$ cat config.mk
export PLATFORM = sky130hd
export DESIGN_NAME = iwd_watchdog
export DESIGN_NICKNAME = d
export VERILOG_FILES = /design/src/logic/iwd_pkg.sv /design/src/logic/iwd_watchdog.sv
export VERILOG_INCLUDE_DIRS = /design/src /design/src/logic
export SDC_FILE = /design/constraint.sdc
export NUM_CORES = 1
export LEC_CHECK = 0
export CAP_MARGIN = 10
export CORE_UTILIZATION = 58
export DETAILED_ROUTE_END_ITERATION = 10
export DONT_BUFFER_PORTS = 1
export GPL_TIMING_DRIVEN = 0
export PLACE_DENSITY_LB_ADDON = 0.2
export RECOVER_POWER = 100
export SLEW_MARGIN = 20
export SYNTH_ARGS = -nofsm -noshare
export SYNTH_HDL_FRONTEND = slang
export SYNTH_SLANG_ARGS = --single-unit
$ cat constraint.sdc
create_clock -name CLOCK -period 5.7 [get_ports CLOCK]
set_input_delay 0.285 -clock CLOCK [delete_from_list [all_inputs] [get_ports CLOCK]]
set_output_delay 0.285 -clock CLOCK [all_outputs]
set_load 0.005 [all_outputs]
$ cat src/logic/iwd_cfg.svh
`ifndef IWD_CFG_SVH
`define IWD_CFG_SVH
// ----------------------------------------
// Register byte addresses (index * 4)
// ----------------------------------------
`define IWD_IDX_UNIT      8'h52
`define IWD_IDX_VALUE     8'h53
`define IWD_IDX_CONFIG    8'h54
`define IWD_IDX_CTRL      8'h55
`define IWD_IDX_IRQ_STAT  8'h56
`define IWD_IDX_IRQ_MASK  8'h57
`define IWD_ADDR_UNIT     12'h148
`define IWD_ADDR_VALUE    12'h14C
`define IWD_ADDR_CONFIG   12'h150
`define IWD_ADDR_CTRL     12'h154
`define IWD_ADDR_IRQ_STAT 12'h158
`define IWD_ADDR_IRQ_MASK 12'h15C
// ----------------------------------------
// Field positions and reset values
// ----------------------------------------
`define IWD_UNIT_SEC_BIT  7
`define IWD_CFG_GAME_BIT  0
`define IWD_CFG_KBD_BIT   1
`define IWD_CFG_MOUSE_BIT 2
`define IWD_CFG_RSVD_BIT  3
`define IWD_CTRL_STAT_BIT 0
`define IWD_CTRL_FORCE_BIT 2
`define IWD_UNIT_MASK     8'h80
`define IWD_CFG_MASK      8'hF7
`define IWD_RESET_VALUE   8'h00
`define IWD_IRQ_INVALID   4'h2
// ----------------------------------------
// Timing
// ----------------------------------------
`define IWD_CLOCK_MHZ     250
`define IWD_SECOND_CYCLES (`IWD_CLOCK_MHZ * 1000000)
`define IWD_SEC_PER_MIN   60
`endif

$ cat src/logic/iwd_pkg.sv
package iwd_pkg;
    // Restart sources from the system
    typedef struct packed {
        logic game;
        logic kbd;
        logic mouse;
    } iwd_kick_s;
    // Counter state
    typedef enum logic [0:0] {
        IWD_IDLE,
        IWD_COUNT
    } iwd_state_e;
endpackage : iwd_pkg

$ cat src/logic/iwd_watchdog.sv
// Behaviour
// - Unit bit 7 selects seconds, else minutes
// - Timeout value is unsigned unit count
// - Value zero keeps watchdog disabled
// - Nonzero N gives N units period
// - Game port access restarts when enabled
// - Keyboard interrupt restarts when enabled
// - Mouse interrupt restarts when enabled
// - Config bits 7:4 route timeout IRQ
// - Reserved unit and config bits read zero
// - Status bit shows timeout occurred
// - Force bit causes timeout, self-clears
`timescale 1ns/10ps
`default_nettype none
`include "iwd_cfg.svh"
module iwd_watchdog #(
    parameter int unsigned SECOND_CYCLES = `IWD_SECOND_CYCLES
) (
    // Clock and reset
    input  wire logic              CLOCK,
    input  wire logic              RESETN,
    // APB slave
    input  wire logic              PSEL,
    input  wire logic              PENABLE,
    input  wire logic              PWRITE,
    input  wire logic [11:0]       PADDR,
    input  wire logic [31:0]       PWDATA,
    output logic      [31:0]       PRDATA,
    output logic                   PREADY,
    output logic                   PSLVERR,
    // Restart sources, one-cycle pulses
    input  wire iwd_pkg::iwd_kick_s KICK,
    // Legacy IRQ lines 1..15 except 2, bits 0 and 2 unused
    output logic      [15:0]       IRQ_LINE,
    // Summary interrupt
    output logic                   IRQ
);
    // ----------------------------------------
    // Reset synchroniser
    // ----------------------------------------
    logic rst_meta;
    logic rst_n;
    // Release passes two flops before use
    always_ff @(posedge CLOCK or negedge RESETN) begin
        if (!RESETN) begin
            rst_meta <= 1'b0;
            rst_n    <= 1'b0;
        end else begin
            rst_meta <= 1'b1;
            rst_n    <= rst_meta;
        end
    end

    // ----------------------------------------
    // APB decode
    // ----------------------------------------
    logic acc;
    logic wr;
    logic rd;
    // Access phase strobes
    assign acc = PSEL && PENABLE && PREADY;
    assign wr  = acc && PWRITE;
    assign rd  = acc && !PWRITE;

    // Known address test, used for the error response
    function automatic logic mapped(input logic [11:0] a);
        mapped = (a == `IWD_ADDR_UNIT) || (a == `IWD_ADDR_VALUE) ||
                 (a == `IWD_ADDR_CONFIG) || (a == `IWD_ADDR_CTRL) ||
                 (a == `IWD_ADDR_IRQ_STAT) || (a == `IWD_ADDR_IRQ_MASK);
    endfunction : mapped

    // ----------------------------------------
    // Registers and timer state
    // ----------------------------------------
    // Present values
    logic [7:0]  unit_sel;
    logic [7:0]  tmo_value;
    logic [7:0]  config_reg;
    logic        tmo_status;
    logic        force_pend;
    logic [1:0]  irq_stat;
    logic [1:0]  irq_mask;
    logic [31:0] tick_cnt;
    logic [5:0]  sec_cnt;
    logic [7:0]  unit_cnt;
    logic [31:0] prdata_q;
    logic        pready_q;
    logic        pslverr_q;
    logic [15:0] irq_line_q;
    logic        irq_q;
    iwd_pkg::iwd_state_e state;

    // Next values
    logic [7:0]  next_unit_sel;
    logic [7:0]  next_tmo_value;
    logic [7:0]  next_config_reg;
    logic        next_tmo_status;
    logic        next_force_pend;
    logic [1:0]  next_irq_stat;
    logic [1:0]  next_irq_mask;
    logic [31:0] next_tick_cnt;
    logic [5:0]  next_sec_cnt;
    logic [7:0]  next_unit_cnt;
    logic [31:0] next_prdata;
    logic        next_pready;
    logic        next_pslverr;
    logic [15:0] next_irq_line;
    logic        next_irq;
    iwd_pkg::iwd_state_e next_state;

    // Internal strobes
    logic kick;
    logic sec_tick;
    logic unit_tick;
    logic expire;
    logic tmo_event;
    logic [3:0] route;

    // Restart qualification
    assign kick = (KICK.game  && config_reg[`IWD_CFG_GAME_BIT])
               || (KICK.kbd   && config_reg[`IWD_CFG_KBD_BIT])
               || (KICK.mouse && config_reg[`IWD_CFG_MOUSE_BIT]);
    assign sec_tick  = (tick_cnt == SECOND_CYCLES - 1);
    assign unit_tick = sec_tick && (unit_sel[`IWD_UNIT_SEC_BIT] ||
                       (sec_cnt == 6'(`IWD_SEC_PER_MIN - 1)));
    assign expire    = (state == iwd_pkg::IWD_COUNT) && unit_tick &&
                       (unit_cnt + 8'h01 == tmo_value);
    assign tmo_event = expire || force_pend;
    assign route     = config_reg[7:4];

    // ----------------------------------------
    // Next state computation
    // ----------------------------------------
    always_comb begin
        next_unit_sel   = unit_sel;
        next_tmo_value  = tmo_value;
        next_config_reg = config_reg;
        next_tmo_status = tmo_status;
        next_force_pend = 1'b0;
        next_irq_stat   = irq_stat;
        next_irq_mask   = irq_mask;
        next_tick_cnt   = tick_cnt + 32'h0000_0001;
        next_sec_cnt    = sec_cnt;
        next_unit_cnt   = unit_cnt;
        next_state      = state;
        next_prdata     = 32'h0000_0000;
        next_pready     = PSEL && !PENABLE;
        next_pslverr    = PSEL && !PENABLE && !mapped(PADDR);
        // Time base
        if (sec_tick) begin
            next_tick_cnt = 32'h0000_0000;
            if (unit_tick) begin
                next_sec_cnt = 6'h00;
            end else begin
                next_sec_cnt = sec_cnt + 6'h01;
            end
        end
        if (unit_tick && state == iwd_pkg::IWD_COUNT) begin
            next_unit_cnt = unit_cnt + 8'h01;
        end
        // Timeout
        if (expire) begin
            next_state = iwd_pkg::IWD_IDLE;
        end
        // Restart sources
        if (kick && tmo_value != 8'h00) begin
            next_state    = iwd_pkg::IWD_COUNT;
            next_unit_cnt = 8'h00;
            next_sec_cnt  = 6'h00;
            next_tick_cnt = 32'h0000_0000;
        end
        // Register reads
        if (PSEL && !PENABLE && !PWRITE) begin
            if (PADDR == `IWD_ADDR_UNIT) begin
                next_prdata = {24'h00_0000, unit_sel};
            end else if (PADDR == `IWD_ADDR_VALUE) begin
                next_prdata = {24'h00_0000, tmo_value};
            end else if (PADDR == `IWD_ADDR_CONFIG) begin
                next_prdata = {24'h00_0000, config_reg};
            end else if (PADDR == `IWD_ADDR_CTRL) begin
                next_prdata = {31'h0000_0000, tmo_status};
            end else if (PADDR == `IWD_ADDR_IRQ_STAT) begin
                next_prdata = {30'h0000_0000, irq_stat};
            end else if (PADDR == `IWD_ADDR_IRQ_MASK) begin
                next_prdata = {30'h0000_0000, irq_mask};
            end
        end
        // Read of status clears only the bits it returned
        // Events after the setup edge stay for the next read
        if (rd && PADDR == `IWD_ADDR_IRQ_STAT) begin
            next_irq_stat = irq_stat & ~prdata_q[1:0];
        end
        // Register writes
        if (wr) begin
            if (PADDR == `IWD_ADDR_UNIT) begin
                next_unit_sel = PWDATA[7:0] & `IWD_UNIT_MASK;
            end else if (PADDR == `IWD_ADDR_VALUE) begin
                next_tmo_value = PWDATA[7:0];
                next_unit_cnt  = 8'h00;
                next_sec_cnt   = 6'h00;
                next_tick_cnt  = 32'h0000_0000;
                next_state     = (PWDATA[7:0] == 8'h00) ? iwd_pkg::IWD_IDLE
                                                        : iwd_pkg::IWD_COUNT;
            end else if (PADDR == `IWD_ADDR_CONFIG) begin
                next_config_reg = PWDATA[7:0] & `IWD_CFG_MASK;
            end else if (PADDR == `IWD_ADDR_CTRL) begin
                if (!PWDATA[`IWD_CTRL_STAT_BIT]) begin
                    next_tmo_status = 1'b0;
                end
                next_force_pend = PWDATA[`IWD_CTRL_FORCE_BIT];
            end else if (PADDR == `IWD_ADDR_IRQ_MASK) begin
                next_irq_mask = PWDATA[1:0];
            end
        end
        // Hardware sets win over clears
        if (tmo_event) begin
            next_tmo_status = 1'b1;
            next_irq_stat[0] = 1'b1;
        end
        if (kick) begin
            next_irq_stat[1] = 1'b1;
        end
        // IRQ routing, held while status is set
        next_irq_line = 16'h0000;
        if (next_tmo_status && route != 4'h0 && route != `IWD_IRQ_INVALID) begin
            next_irq_line[route] = 1'b1;
        end
        next_irq = |(next_irq_stat & next_irq_mask);
    end

    // ----------------------------------------
    // State registers
    // ----------------------------------------
    always_ff @(posedge CLOCK or negedge rst_n) begin
        if (!rst_n) begin
            unit_sel   <= `IWD_RESET_VALUE;
            tmo_value  <= `IWD_RESET_VALUE;
            config_reg <= `IWD_RESET_VALUE;
            tmo_status <= 1'b0;
            force_pend <= 1'b0;
            irq_stat   <= 2'b00;
            irq_mask   <= 2'b00;
            tick_cnt   <= 32'h0000_0000;
            sec_cnt    <= 6'h00;
            unit_cnt   <= 8'h00;
            state      <= iwd_pkg::IWD_IDLE;
            prdata_q   <= 32'h0000_0000;
            pready_q   <= 1'b0;
            pslverr_q  <= 1'b0;
            irq_line_q <= 16'h0000;
            irq_q      <= 1'b0;
        end else begin
            unit_sel   <= next_unit_sel;
            tmo_value  <= next_tmo_value;
            config_reg <= next_config_reg;
            tmo_status <= next_tmo_status;
            force_pend <= next_force_pend;
            irq_stat   <= next_irq_stat;
            irq_mask   <= next_irq_mask;
            tick_cnt   <= next_tick_cnt;
            sec_cnt    <= next_sec_cnt;
            unit_cnt   <= next_unit_cnt;
            state      <= next_state;
            prdata_q   <= next_prdata;
            pready_q   <= next_pready;
            pslverr_q  <= next_pslverr;
            irq_line_q <= next_irq_line;
            irq_q      <= next_irq;
        end
    end

    // Outputs straight from the flops
    assign PRDATA   = prdata_q;
    assign PREADY   = pready_q;
    assign PSLVERR  = pslverr_q;
    assign IRQ_LINE = irq_line_q;
    assign IRQ      = irq_q;
endmodule : iwd_watchdog
`default_nettype wire

* After elaboration in Yosys (flattened, before gate mapping)
Cells that the tools add are included.
** Word-level totals
- Flip-flop bits (word level) :: 122
- Input port bits :: 52
- Output and inout bits :: 51
** Cells by class
- Add/sub/neg operators :: 3
- Magnitude comparators :: 2
- Eq/ne operators :: 10
- Multiplexer cells :: 53
- Bitwise gates (word level) :: 5
- Reductions and logical operators :: 37
** Operator list (number)
- 32-bit two-way mux :: 5
- 12-bit by 9-bit == test with 1-bit output (second input constant) :: 6
- 8-bit two-way mux :: 9
- 6-bit two-way mux :: 6
- 32-bit by 1-bit adder with 32-bit output (second input constant) :: 1
- 32-bit by 28-bit == test with 1-bit output (second input constant) :: 1
- 1-bit two-way mux :: 21
- 2-bit two-way mux :: 10
- 1-bit logical AND :: 18
- 16-bit two-way mux :: 1
- 1-bit logical OR :: 9
- 8-bit by 1-bit adder with 8-bit output (second input constant) :: 1
- 8-bit == test :: 1
- 8-bit logical NOT :: 1
- 8-bit nonzero test :: 1
- 6-bit by 1-bit adder with 6-bit output (second input constant) :: 1
- 6-bit == test (second input constant) :: 1
- 4-bit by 5-bit < comparator with 1-bit output (second input constant) :: 1
- 2-bit AND :: 2
- 1-bit demux with 4-bit select :: 1
- 4-bit by 1-bit greater-or-equal comparator with 1-bit output (second input constant) :: 1
- 4-bit by 2-bit != test with 1-bit output (second input constant) :: 1
- 4-bit AND reduction :: 1
- 4-bit nonzero test :: 1
- other kinds (6) :: 9

* Logic depth before layout (Yosys ltp)
Gate-level depths: netlist (run 1).
- Word-level depth :: 10
- Depth in mapped cells :: 10
- Mapped depth without buffers :: 7

* Worst setup path after synthesis (run 1)
OpenSTA, ideal clock, no wires.
- Path kind :: register to register
- Start point :: reg sec_cnt[0]
- End point :: reg irq_q (netlist: IRQ)
- Setup time :: 0.121 ns
- Arrival time :: 2.026 ns
- Required time :: 5.579 ns
- Slack :: 3.553 ns
- Stages on the path, launching flop included :: 9
- Path buffers :: 1
- Clock period less this slack :: 2.147 ns
- Path through :: dfrtp_1 -> ha_1 -> nor2b_1 -> a41o_2 -> and4bb_1 -> buf_6 -> nor4b_4 -> a211o_2 -> a22o_1
** Between the ends
- Cells in the longest elaborated chain, start to end :: 9
** Ends and longest elaborated chain
- from (decl) :: RTL line iwd_watchdog.sv:84 : logic [5:0] sec_cnt;
- from (signal assigned) :: RTL line iwd_watchdog.sv:261 : sec_cnt <= next_sec_cnt;
- 6-bit == test :: RTL line iwd_watchdog.sv:125 : (sec_cnt == 6'(`IWD_SEC_PER_MIN - 1)));
- 1-bit logical OR :: RTL line iwd_watchdog.sv:124 : assign unit_tick = sec_tick && (unit_sel[`IWD_UNIT_SEC_BIT] ||
- 1-bit logical AND :: RTL line iwd_watchdog.sv:124
- 1-bit logical AND (2 in series) :: RTL line iwd_watchdog.sv:126 : assign expire = (state == iwd_pkg::IWD_COUNT) && unit_tick &&
- 1-bit logical OR :: RTL line iwd_watchdog.sv:128 : assign tmo_event = expire || force_pend;
- 1-bit two-way mux :: RTL line iwd_watchdog.sv:216 : if (tmo_event) begin
- via next_irq_stat[0] :: RTL line iwd_watchdog.sv:99 : logic [1:0] next_irq_stat;
- 2-bit AND :: RTL line iwd_watchdog.sv:228 : next_irq = |(next_irq_stat & next_irq_mask);
- 2-bit OR reduction :: RTL line iwd_watchdog.sv:228
- via next_irq :: RTL line iwd_watchdog.sv:108 : logic next_irq;
- to (signal assigned) :: RTL line iwd_watchdog.sv:268 : irq_q <= next_irq;
- to (decl) :: RTL line iwd_watchdog.sv:90 : logic irq_q;
The timed path passes the listed nets, and every way through them passes these cells.
A chain may end at the register's enable or synchronous reset.

* Final worst setup path (run 1)
- Start point :: reg sec_cnt[1]
- End point :: reg irq_line_q[13] (netlist: IRQ_LINE[13])
** Between the ends
- Cells in the longest elaborated chain, start to end :: 10
** Ends and longest elaborated chain
- 6-bit == test :: RTL line iwd_watchdog.sv:125
- 1-bit logical OR :: RTL line iwd_watchdog.sv:124
- 1-bit logical AND :: RTL line iwd_watchdog.sv:124
- 1-bit logical AND (2 in series) :: RTL line iwd_watchdog.sv:126
- 1-bit logical OR :: RTL line iwd_watchdog.sv:128
- 1-bit two-way mux :: RTL line iwd_watchdog.sv:216
- 1-bit logical AND :: RTL line iwd_watchdog.sv:225 : if (next_tmo_status && route != 4'h0 && route != `IWD_IRQ_INVALID) begin
- 1-bit logical AND (no line)
- 16-bit two-way mux :: RTL line iwd_watchdog.sv:225
- via next_irq_line[13] :: RTL line iwd_watchdog.sv:107 : logic [15:0] next_irq_line;
- to (signal assigned) :: RTL line iwd_watchdog.sv:267 : irq_line_q <= next_irq_line;
- to (decl) :: RTL line iwd_watchdog.sv:89 : logic [15:0] irq_line_q;
The timed path passes the listed nets, and every way through them passes these cells.

==> impl_metrics.py, run 1 <==
metrics = {
    "run_status": {
        "status": "complete, but fails checks",
        "violations": "capacitance limit, slew limit",
    },
    "timing": {
        "fin_setup_tns_ps": 0,
        "fin_crit_ps": 3271,
        "skew_ps": 15.96,
        "tightest_slew_ps": 1681,
        "post-route-period-util": 0.5739,
        "slew_violations": 49,
        "hold_viol": 0,
        "rsz0062_at_grt": "no",
        "relSlewSlack": -0.1208,
        "fmax_ghz": 0.3057,
        "setup_violations": 0,
    },
    "synth": {
        "synth_edf_count": 0,
        "synth_seq_cells": 98,
        "ys_types": 56,
        "synthArstFlopShare": 1.000,
        "netlist_instances": 465,
        "avgSynthCellArea_um2": 10.65,
        "synth_area_leader_cell": "dfrtp_1",
        "ys_seq_area_frac": 0.4952,
        "synth_flop_cell": "dfrtp_1",
        "yosysTopAreaCellShare": 0.4952,
        "ys_warn_count": 0,
        "synth_area_mm2": 0.004952,
        "synth_area_leaders": "dfrtp_1 (50%), xor2_1 (5.7%), mux2_2 (4.5%), nor2_1 (4.5%), buf_4 (3.8%)",
    },
    "critical_path": {
        "crit_path_end_kind": "register",
        "critical_path_arrival_ps": 3550,
        "criticalPathCategory": "register to register",
        "crit_chain": "ha_1 > nor2b_1 > a41o_1 > and4bb_1 > clkbuf_1 > nor4b_1 > nor3_1 > clkbuf_1 > nor3_1",
        "r2r-start": "sec_cnt[1]$_DFF_PN0_",
        "critPathLaunchType": "register",
        "slowest_delay_ps": 670,
        "required_ps": 5980,
        "crit_start": "sec_cnt[1]$_DFF_PN0_",
        "path_max_fanout": 10,
        "path_delay_family": "simple AND/OR/NAND/NOR gates",
        "crit_slowest_cell": "nor4b_1",
        "cp_num_buf_inv": 2,
    },
    "floorplanning": {
        "rows": 33,
        "die_y_um": 94.41,
        "die_w_um": 94.41,
        "boundaryPins": 103,
        "core_mm2": 0.008258,
        "start_util": 0.5997,
        "die-area_mm2": 0.008912,
    },
    "cts": {
        "cts_max_level": 3,
        "cts_setup_buffers": 0,
        "cts_buffers": 9,
        "cts_hold_buf": 3,
        "clkTransAtPathRegs_ps": 110,
        "cts.sinks": 98,
        "cts_tree": "yes",
        "insertion_delay_ps": 370,
        "root_buffer": "clkbuf_8",
        "clockBufferDepth": 2,
        "cts_resized": 0,
    },
    "finish": {
        "final_common_cell": "dfrtp_1",
        "mostFrequentLayoutCells": "dfrtp_1 (98), nor2_1 (61), xor2_1 (32)",
        "syn_to_final_growth_pct": 7.681,
        "largest_reg_flops": 32,
        "antenna_cells": 0,
        "final_layout_size_suffix_gt1_frac": 0.1451,
        "fill_cells": 698,
        "final_cells": 615,
        "final_nets": 560,
        "top_register": "tick_cnt",
    },
    "detailed_routing": {
        "drcViolationCount": 0,
        "ant_nets": 0,
        "first_pass_iters": 5,
        "drt_wl_total_um": 9604,
        "detailroute.via_count": 3462,
        "via_per_inst": 5.629,
        "avgRoutedWirePerCell_um": 15.62,
        "drt_iter0_drc": 201,
    },
    "worst_hold_path": {
        "hp-class": "input pin to register",
        "min_from": "PWDATA[6]",
    },
    "grt": {
        "grt_pass1_vias": 3327,
        "grt_max_degree": 57,
        "overflow": 0,
        "antenna_found_initial": 0,
        "track_usage": 0.2355,
        "grt_pass1_wl_um": 16100,
    },
    "run": {
        "maxCapViolations": 2,
    },
    "placed_design": {
        "portBuffers": 0,
        "placedCellCount": 596,
        "dp_hpwl_um": 6830,
        "gp_congestion": 0.8695,
    },
    "power": {
        "power_density_mw_per_mm2": 231.8,
        "peakVddDrop_uv": 133.9,
        "p_leak_uw": 0.002420,
    },
}
[worst paths after layout]
| check | slack, ps | cells past startpoint | end |
|---|---|---|---|
| min in group asynchronous | 140 | 1 | rst_n$_DFF_PN0_ |
| max in group asynchronous | 4010 | 1 | IRQ_LINE[2]$_DFF_PN0_ |
| setup reg to reg | 2430 | 9 | IRQ_LINE[13]$_DFF_PN0_ |
| hold / removal | 50 | 1 | tmo_value[6]$_DFFE_PN0P_ |
| setup / recovery | 2430 | 9 | IRQ_LINE[13]$_DFF_PN0_ |
| hold reg to reg | 360 | 0 | rst_n$_DFF_PN0_ |
[synth_stat cells, drive strengths merged (9+ instances only)]
| cell type | instances |
|---|---|
| mux2 | 20 |
| nor2 | 61 |
| nand2 | 30 |
| buf | 35 |
| nor4 | 14 |
| nand4 | 9 |
| nor2b | 10 |
| and3 | 15 |
| dfrtp | 98 |
| nand3 | 23 |
| and4 | 12 |
| xor2 | 32 |
| xnor2 | 14 |
| nor3 | 17 |
[logic make-up after synthesis]
logic type / Yosys count / synth area share
buffers and inverters: 43 / 0.06291
xor gates and xnor gates: 46 / 0.08135
DFF: 98 / 0.4952
other: 2 / 0.001516
AOI/OAI and AO/OA: 32 / 0.04725
muxes: 23 / 0.05154
and+or+nand+nor: 218 / 0.2527
adders and majority gates: 3 / 0.007580
[metrics by stage]
step | total power (uW) | hold slack, ps | cell area, um^2 | util | setup slack, ps
after detailed placement | 798.7 | -10.54 | 5209 | 0.6308 | 3341
after floorplan | 784.0 | -10.59 | 5046 | - | 2768
final | 1236 | 51.00 | 5333 | 0.6458 | 2429
after CTS | 1244 | 38.52 | 5441 | 0.6589 | 3313
after global placement | 792.6 | -10.55 | 5177 | 0.6270 | 1835
after global routing | 1285 | 40.11 | 5333 | 0.6458 | 2007
[report_power, final]
part | switching (uW) | internal [uW] | total, uW
combinational | 30.6 | 28.7 | 59.3
clock | 275 | 175 | 450
sequential | 18.0 | 709 | 727
[metal layers]
metal  vias up  part of all wire  track usage
met3        14             0.053      0.03462
met1      1680              0.48       0.3510
met4         0             0.015      0.08974
met2       108              0.45       0.3484
met5         -                 0            0
li1       1660                 -            -
[cell type report]
cell class	instances	area, um^2	area share
sequential	98	2452	0.4599
multi-input combinational	349	2227	0.4176
buffer	39	246.5	0.04622
tap	105	131.4	0.02464
clock buffer	9	123.9	0.02323
clock inverter	7	78.83	0.01478
timing repair buffer	4	57.56	0.01079
inverter	4	15.01	0.002816
No activity file was read; power rests on OpenSTA's default activity.
==> run 2, diff against run 1 <==
--- a/config.mk
+++ b/config.mk
@@ -6,6 +6,7 @@
 export SDC_FILE = /design/constraint.sdc
 export NUM_CORES = 1
 export LEC_CHECK = 0
+export ABC_AREA = 1
 export CAP_MARGIN = 10
 export CORE_UTILIZATION = 58
 export DETAILED_ROUTE_END_ITERATION = 10
==> constraint.sdc (replaced) <==
create_clock -name CLOCK -period 3 [get_ports CLOCK]
set_input_delay 0.15 -clock CLOCK [delete_from_list [all_inputs] [get_ports CLOCK]]
set_output_delay 0.15 -clock CLOCK [all_outputs]
set_load 0.005 [all_outputs]
==> run 2 against run 1 <==
  * The run still ends with capacitance limit, slew limit left
  * Via count is 38% higher
  * Clock power is 110% higher
  * Worst setup slack worse by 1800 ps
  * Core utilization is 0.80 points higher
  * Die area is 11% higher
  * Hold slack worse by 47 ps
  * Maximum frequency is 38% higher
  * Register-to-register slack worse by 1800 ps
  * Non-clock buffer count is 3 higher
  * Critical endpoint is now tick_cnt[21]$_DFF_PN0_
  * Highest routed layer unchanged
==> impl_metrics.py, run 2 <==
metrics = {
    "floorplanning": {
        "start_util": 0.5985,
        "die_w_um": 99.65,
        "die-area_mm2": 0.009929,
        "rows": 35,
        "boundaryPins": 103,
        "core_mm2": 0.009240,
        "die_y_um": 99.65,
    },
    "synth": {
        "ys_seq_area_frac": 0.4434,
        "synth_area_mm2": 0.005530,
        "synth_seq_cells": 98,
        "muxShareOfSynthArea": 0.001810,
        "synth-xor-area-share": 0.02534,
        "synth_top_family_by_area": "simple AND/OR/NAND/NOR gates",
        "avgSynthCellArea_um2": 7.833,
        "synth.most_common_cell": "nand2_1",
        "synth_flop_cell": "dfrtp_1",
        "netlist_instances": 706,
        "yosysTopAreaCellShare": 0.4434,
        "synth_compound_area_frac": 0.07308,
        "ys_types": 40,
        "synth_common_cells": "nand2_1 (128), dfrtp_1 (98), nor2_1 (95), inv_1 (90), nand3_1 (50)",
        "synthArstFlopShare": 1.000,
        "synth_area_leader_cell": "dfrtp_1",
        "synthSimpleGateAreaFrac": 0.3324,
        "ys_warn_count": 0,
        "synth_edf_count": 0,
        "synth-adder-area-share": 0.006787,
        "synth_area_leaders": "dfrtp_1 (44%), nand2_1 (8.7%), nor2_1 (6.4%), inv_1 (6.1%), nand3_1 (4.5%)",
    },
    "placed_design": {
        "place_worst_setup_slack_ps": 896.2,
        "gp_congestion": 0.9106,
        "dp_hpwl_um": 9894,
        "portBuffers": 0,
        "place_area_mm2": 0.005817,
    },
    "grt": {
        "grt_max_degree": 58,
        "track_usage": 0.2776,
        "grt_pass1_vias": 4580,
        "grt_pass1_wl_um": 21560,
        "antenna_found_initial": 0,
        "overflow": 0,
    },
    "timing": {
        "hold_viol": 0,
        "skew_ps": 13.06,
        "fin_setup_tns_ps": 0,
        "fin_crit_ps": 2377,
        "setup_violations": 0,
        "tightest_slew_ps": 1707,
        "layout_setup_ws_ps": 623.3,
        "slew_violations": 40,
        "relSlewSlack": -0.1379,
        "rsz0062_at_grt": "no",
        "fmax_ghz": 0.4208,
        "post-route-period-util": 0.7922,
    },
    "finish": {
        "syn_to_final_growth_pct": 9.231,
        "top_register": "tick_cnt",
        "largest_reg_flops": 32,
        "antenna_cells": 0,
        "mostFrequentLayoutCells": "nand2_1 (131), nor2_1 (106), dfrtp_1 (98)",
        "final_layout_size_suffix_gt1_frac": 0.1051,
        "final_nets": 811,
        "fin_area_mm2": 0.006041,
        "final_common_cell": "nand2_1",
    },
    "detailed_routing": {
        "first_pass_iters": 4,
        "avgRoutedWirePerCell_um": 14.75,
        "drt_wl_total_um": 13130,
        "drt_iter0_drc": 360,
        "via_per_inst": 5.351,
        "drcViolationCount": 0,
        "detailroute.via_count": 4762,
        "ant_nets": 0,
    },
    "cts": {
        "clockBufferDepth": 2,
        "cts_max_level": 3,
        "cts.sinks": 98,
        "cts_resized": 0,
        "cts_hold_buf": 13,
        "cts_buffers": 9,
        "cts_setup_buffers": 0,
        "cts_tree": "yes",
        "insertion_delay_ps": 370,
        "clkTransAtPathRegs_ps": 90,
        "root_buffer": "clkbuf_8",
    },
    "power": {
        "power_density_mw_per_mm2": 407.2,
        "p_leak_uw": 0.003087,
        "peakVddDrop_uv": 260.2,
    },
    "run_status": {
        "status": "complete, but fails checks",
        "violations": "capacitance limit, slew limit",
    },
    "critical_path": {
        "criticalPathCategory": "register to register",
        "critPathLaunchType": "register",
        "critical_path_arrival_ps": 2650,
        "crit_path_end_kind": "register",
        "required_ps": 3270,
        "path_max_fanout": 10,
    },
    "worst_hold_path": {
        "hp-class": "input pin to register",
    },
    "run": {
        "maxCapViolations": 1,
    },
}
==> run 2: cell types whose count changed after synthesis, moves of 20 or more <==
cell and delta:
nand2_1 +98, a21oi_1 +26, o21ai_0 +23, nand3_1 +28, nor2_1 +35, mux2_2 -20, inv_1 +86
==> run 2: layout make-up <==
type                       count  area, um^2
timing repair buffer          14       157.7
multi-input combinational    497        2411
clock buffer                  10       127.6
fill                         813        3199
clock inverter                 6       91.34
tap                          129       161.4
buffer                        32       249.0
inverter                     104       390.4
sequential                    98        2452
==> run 2: critical path: stages (launching register included) <==
cell and delay [ps]:
dfrtp_1 410, ha_1 230, nand3_1 190, nor2_4 70, nand2_1 140, nor2_1 110, and2_0 280, nor2_4 320
inv_1 150, buf_6 170, nor3_1 230
==> run 2: per-layer routing <==
| metal | track usage | wire, um | share of wire | vias to the layer above |
|---|---|---|---|---|
| met5 | 0 | 0 | 0 | - |
| met4 | 0.1199 | 337 | 0.026 | 0 |
| met3 | 0.03303 | 717 | 0.055 | 27 |
| met2 | 0.4653 | 6279 | 0.48 | 171 |
| met1 | 0.3651 | 5796 | 0.44 | 2237 |
| li1 | - | - | - | 2327 |
==> run 2: power by group <==
group	total [uW]	leakage, uW	switching, uW	internal (uW)
registers	1380	0.00123	34.6	1350
logic	131	0.00176	75.1	56.2
clock network	947	0.0000991	474	473
total	2460	0.00309	584	1880
==> run 2: metrics by stage <==
stage / total power [uW] / hold WS (ps) / util / instances
4_1_cts: 2473 / 0.1108 / 0.6673 / 890
5_1_grt: 2541 / 12.12 / 0.6538 / 890
3_3_place_gp: 1518 / -145.5 / 0.6261 / 860
3_5_place_dp: 1528 / -145.4 / 0.6295 / 861
6_report: 2460 / 3.690 / 0.6538 / 890
2_1_floorplan: 1497 / -145.6 / - / 731
==> run 2: final timing paths <==
kind | from | to | slack (ps) | cells after the start
max in group asynchronous | rst_n$_DFF_PN0_ | IRQ_LINE[5]$_DFF_PN0_ | 1260 | 1
max reg2reg | tick_cnt[0]$_DFF_PN0_ | tick_cnt[21]$_DFF_PN0_ | 620 | 10
min | PWDATA[1] | config_reg[1]$_DFFE_PN0P_ | 4 | 2
max | tick_cnt[0]$_DFF_PN0_ | tick_cnt[21]$_DFF_PN0_ | 620 | 10
min in group asynchronous | RESETN | rst_meta$_DFF_PN0_ | 10 | 1
min reg2reg | rst_meta$_DFF_PN0_ | rst_n$_DFF_PN0_ | 370 | 0
==> run 2: kinds of logic (layout without fill, tap and decap cells) <==
family,after synthesis,count (layout)
AO/OA/AOI/OAI,76,76
AND/OR/NAND/NOR,374,374
other,2,27
buffers and inverters,136,166
adder cells (fa/ha/maj),3,3
XOR/XNOR,16,16
multiplexers,1,1
flip-flops,98,98
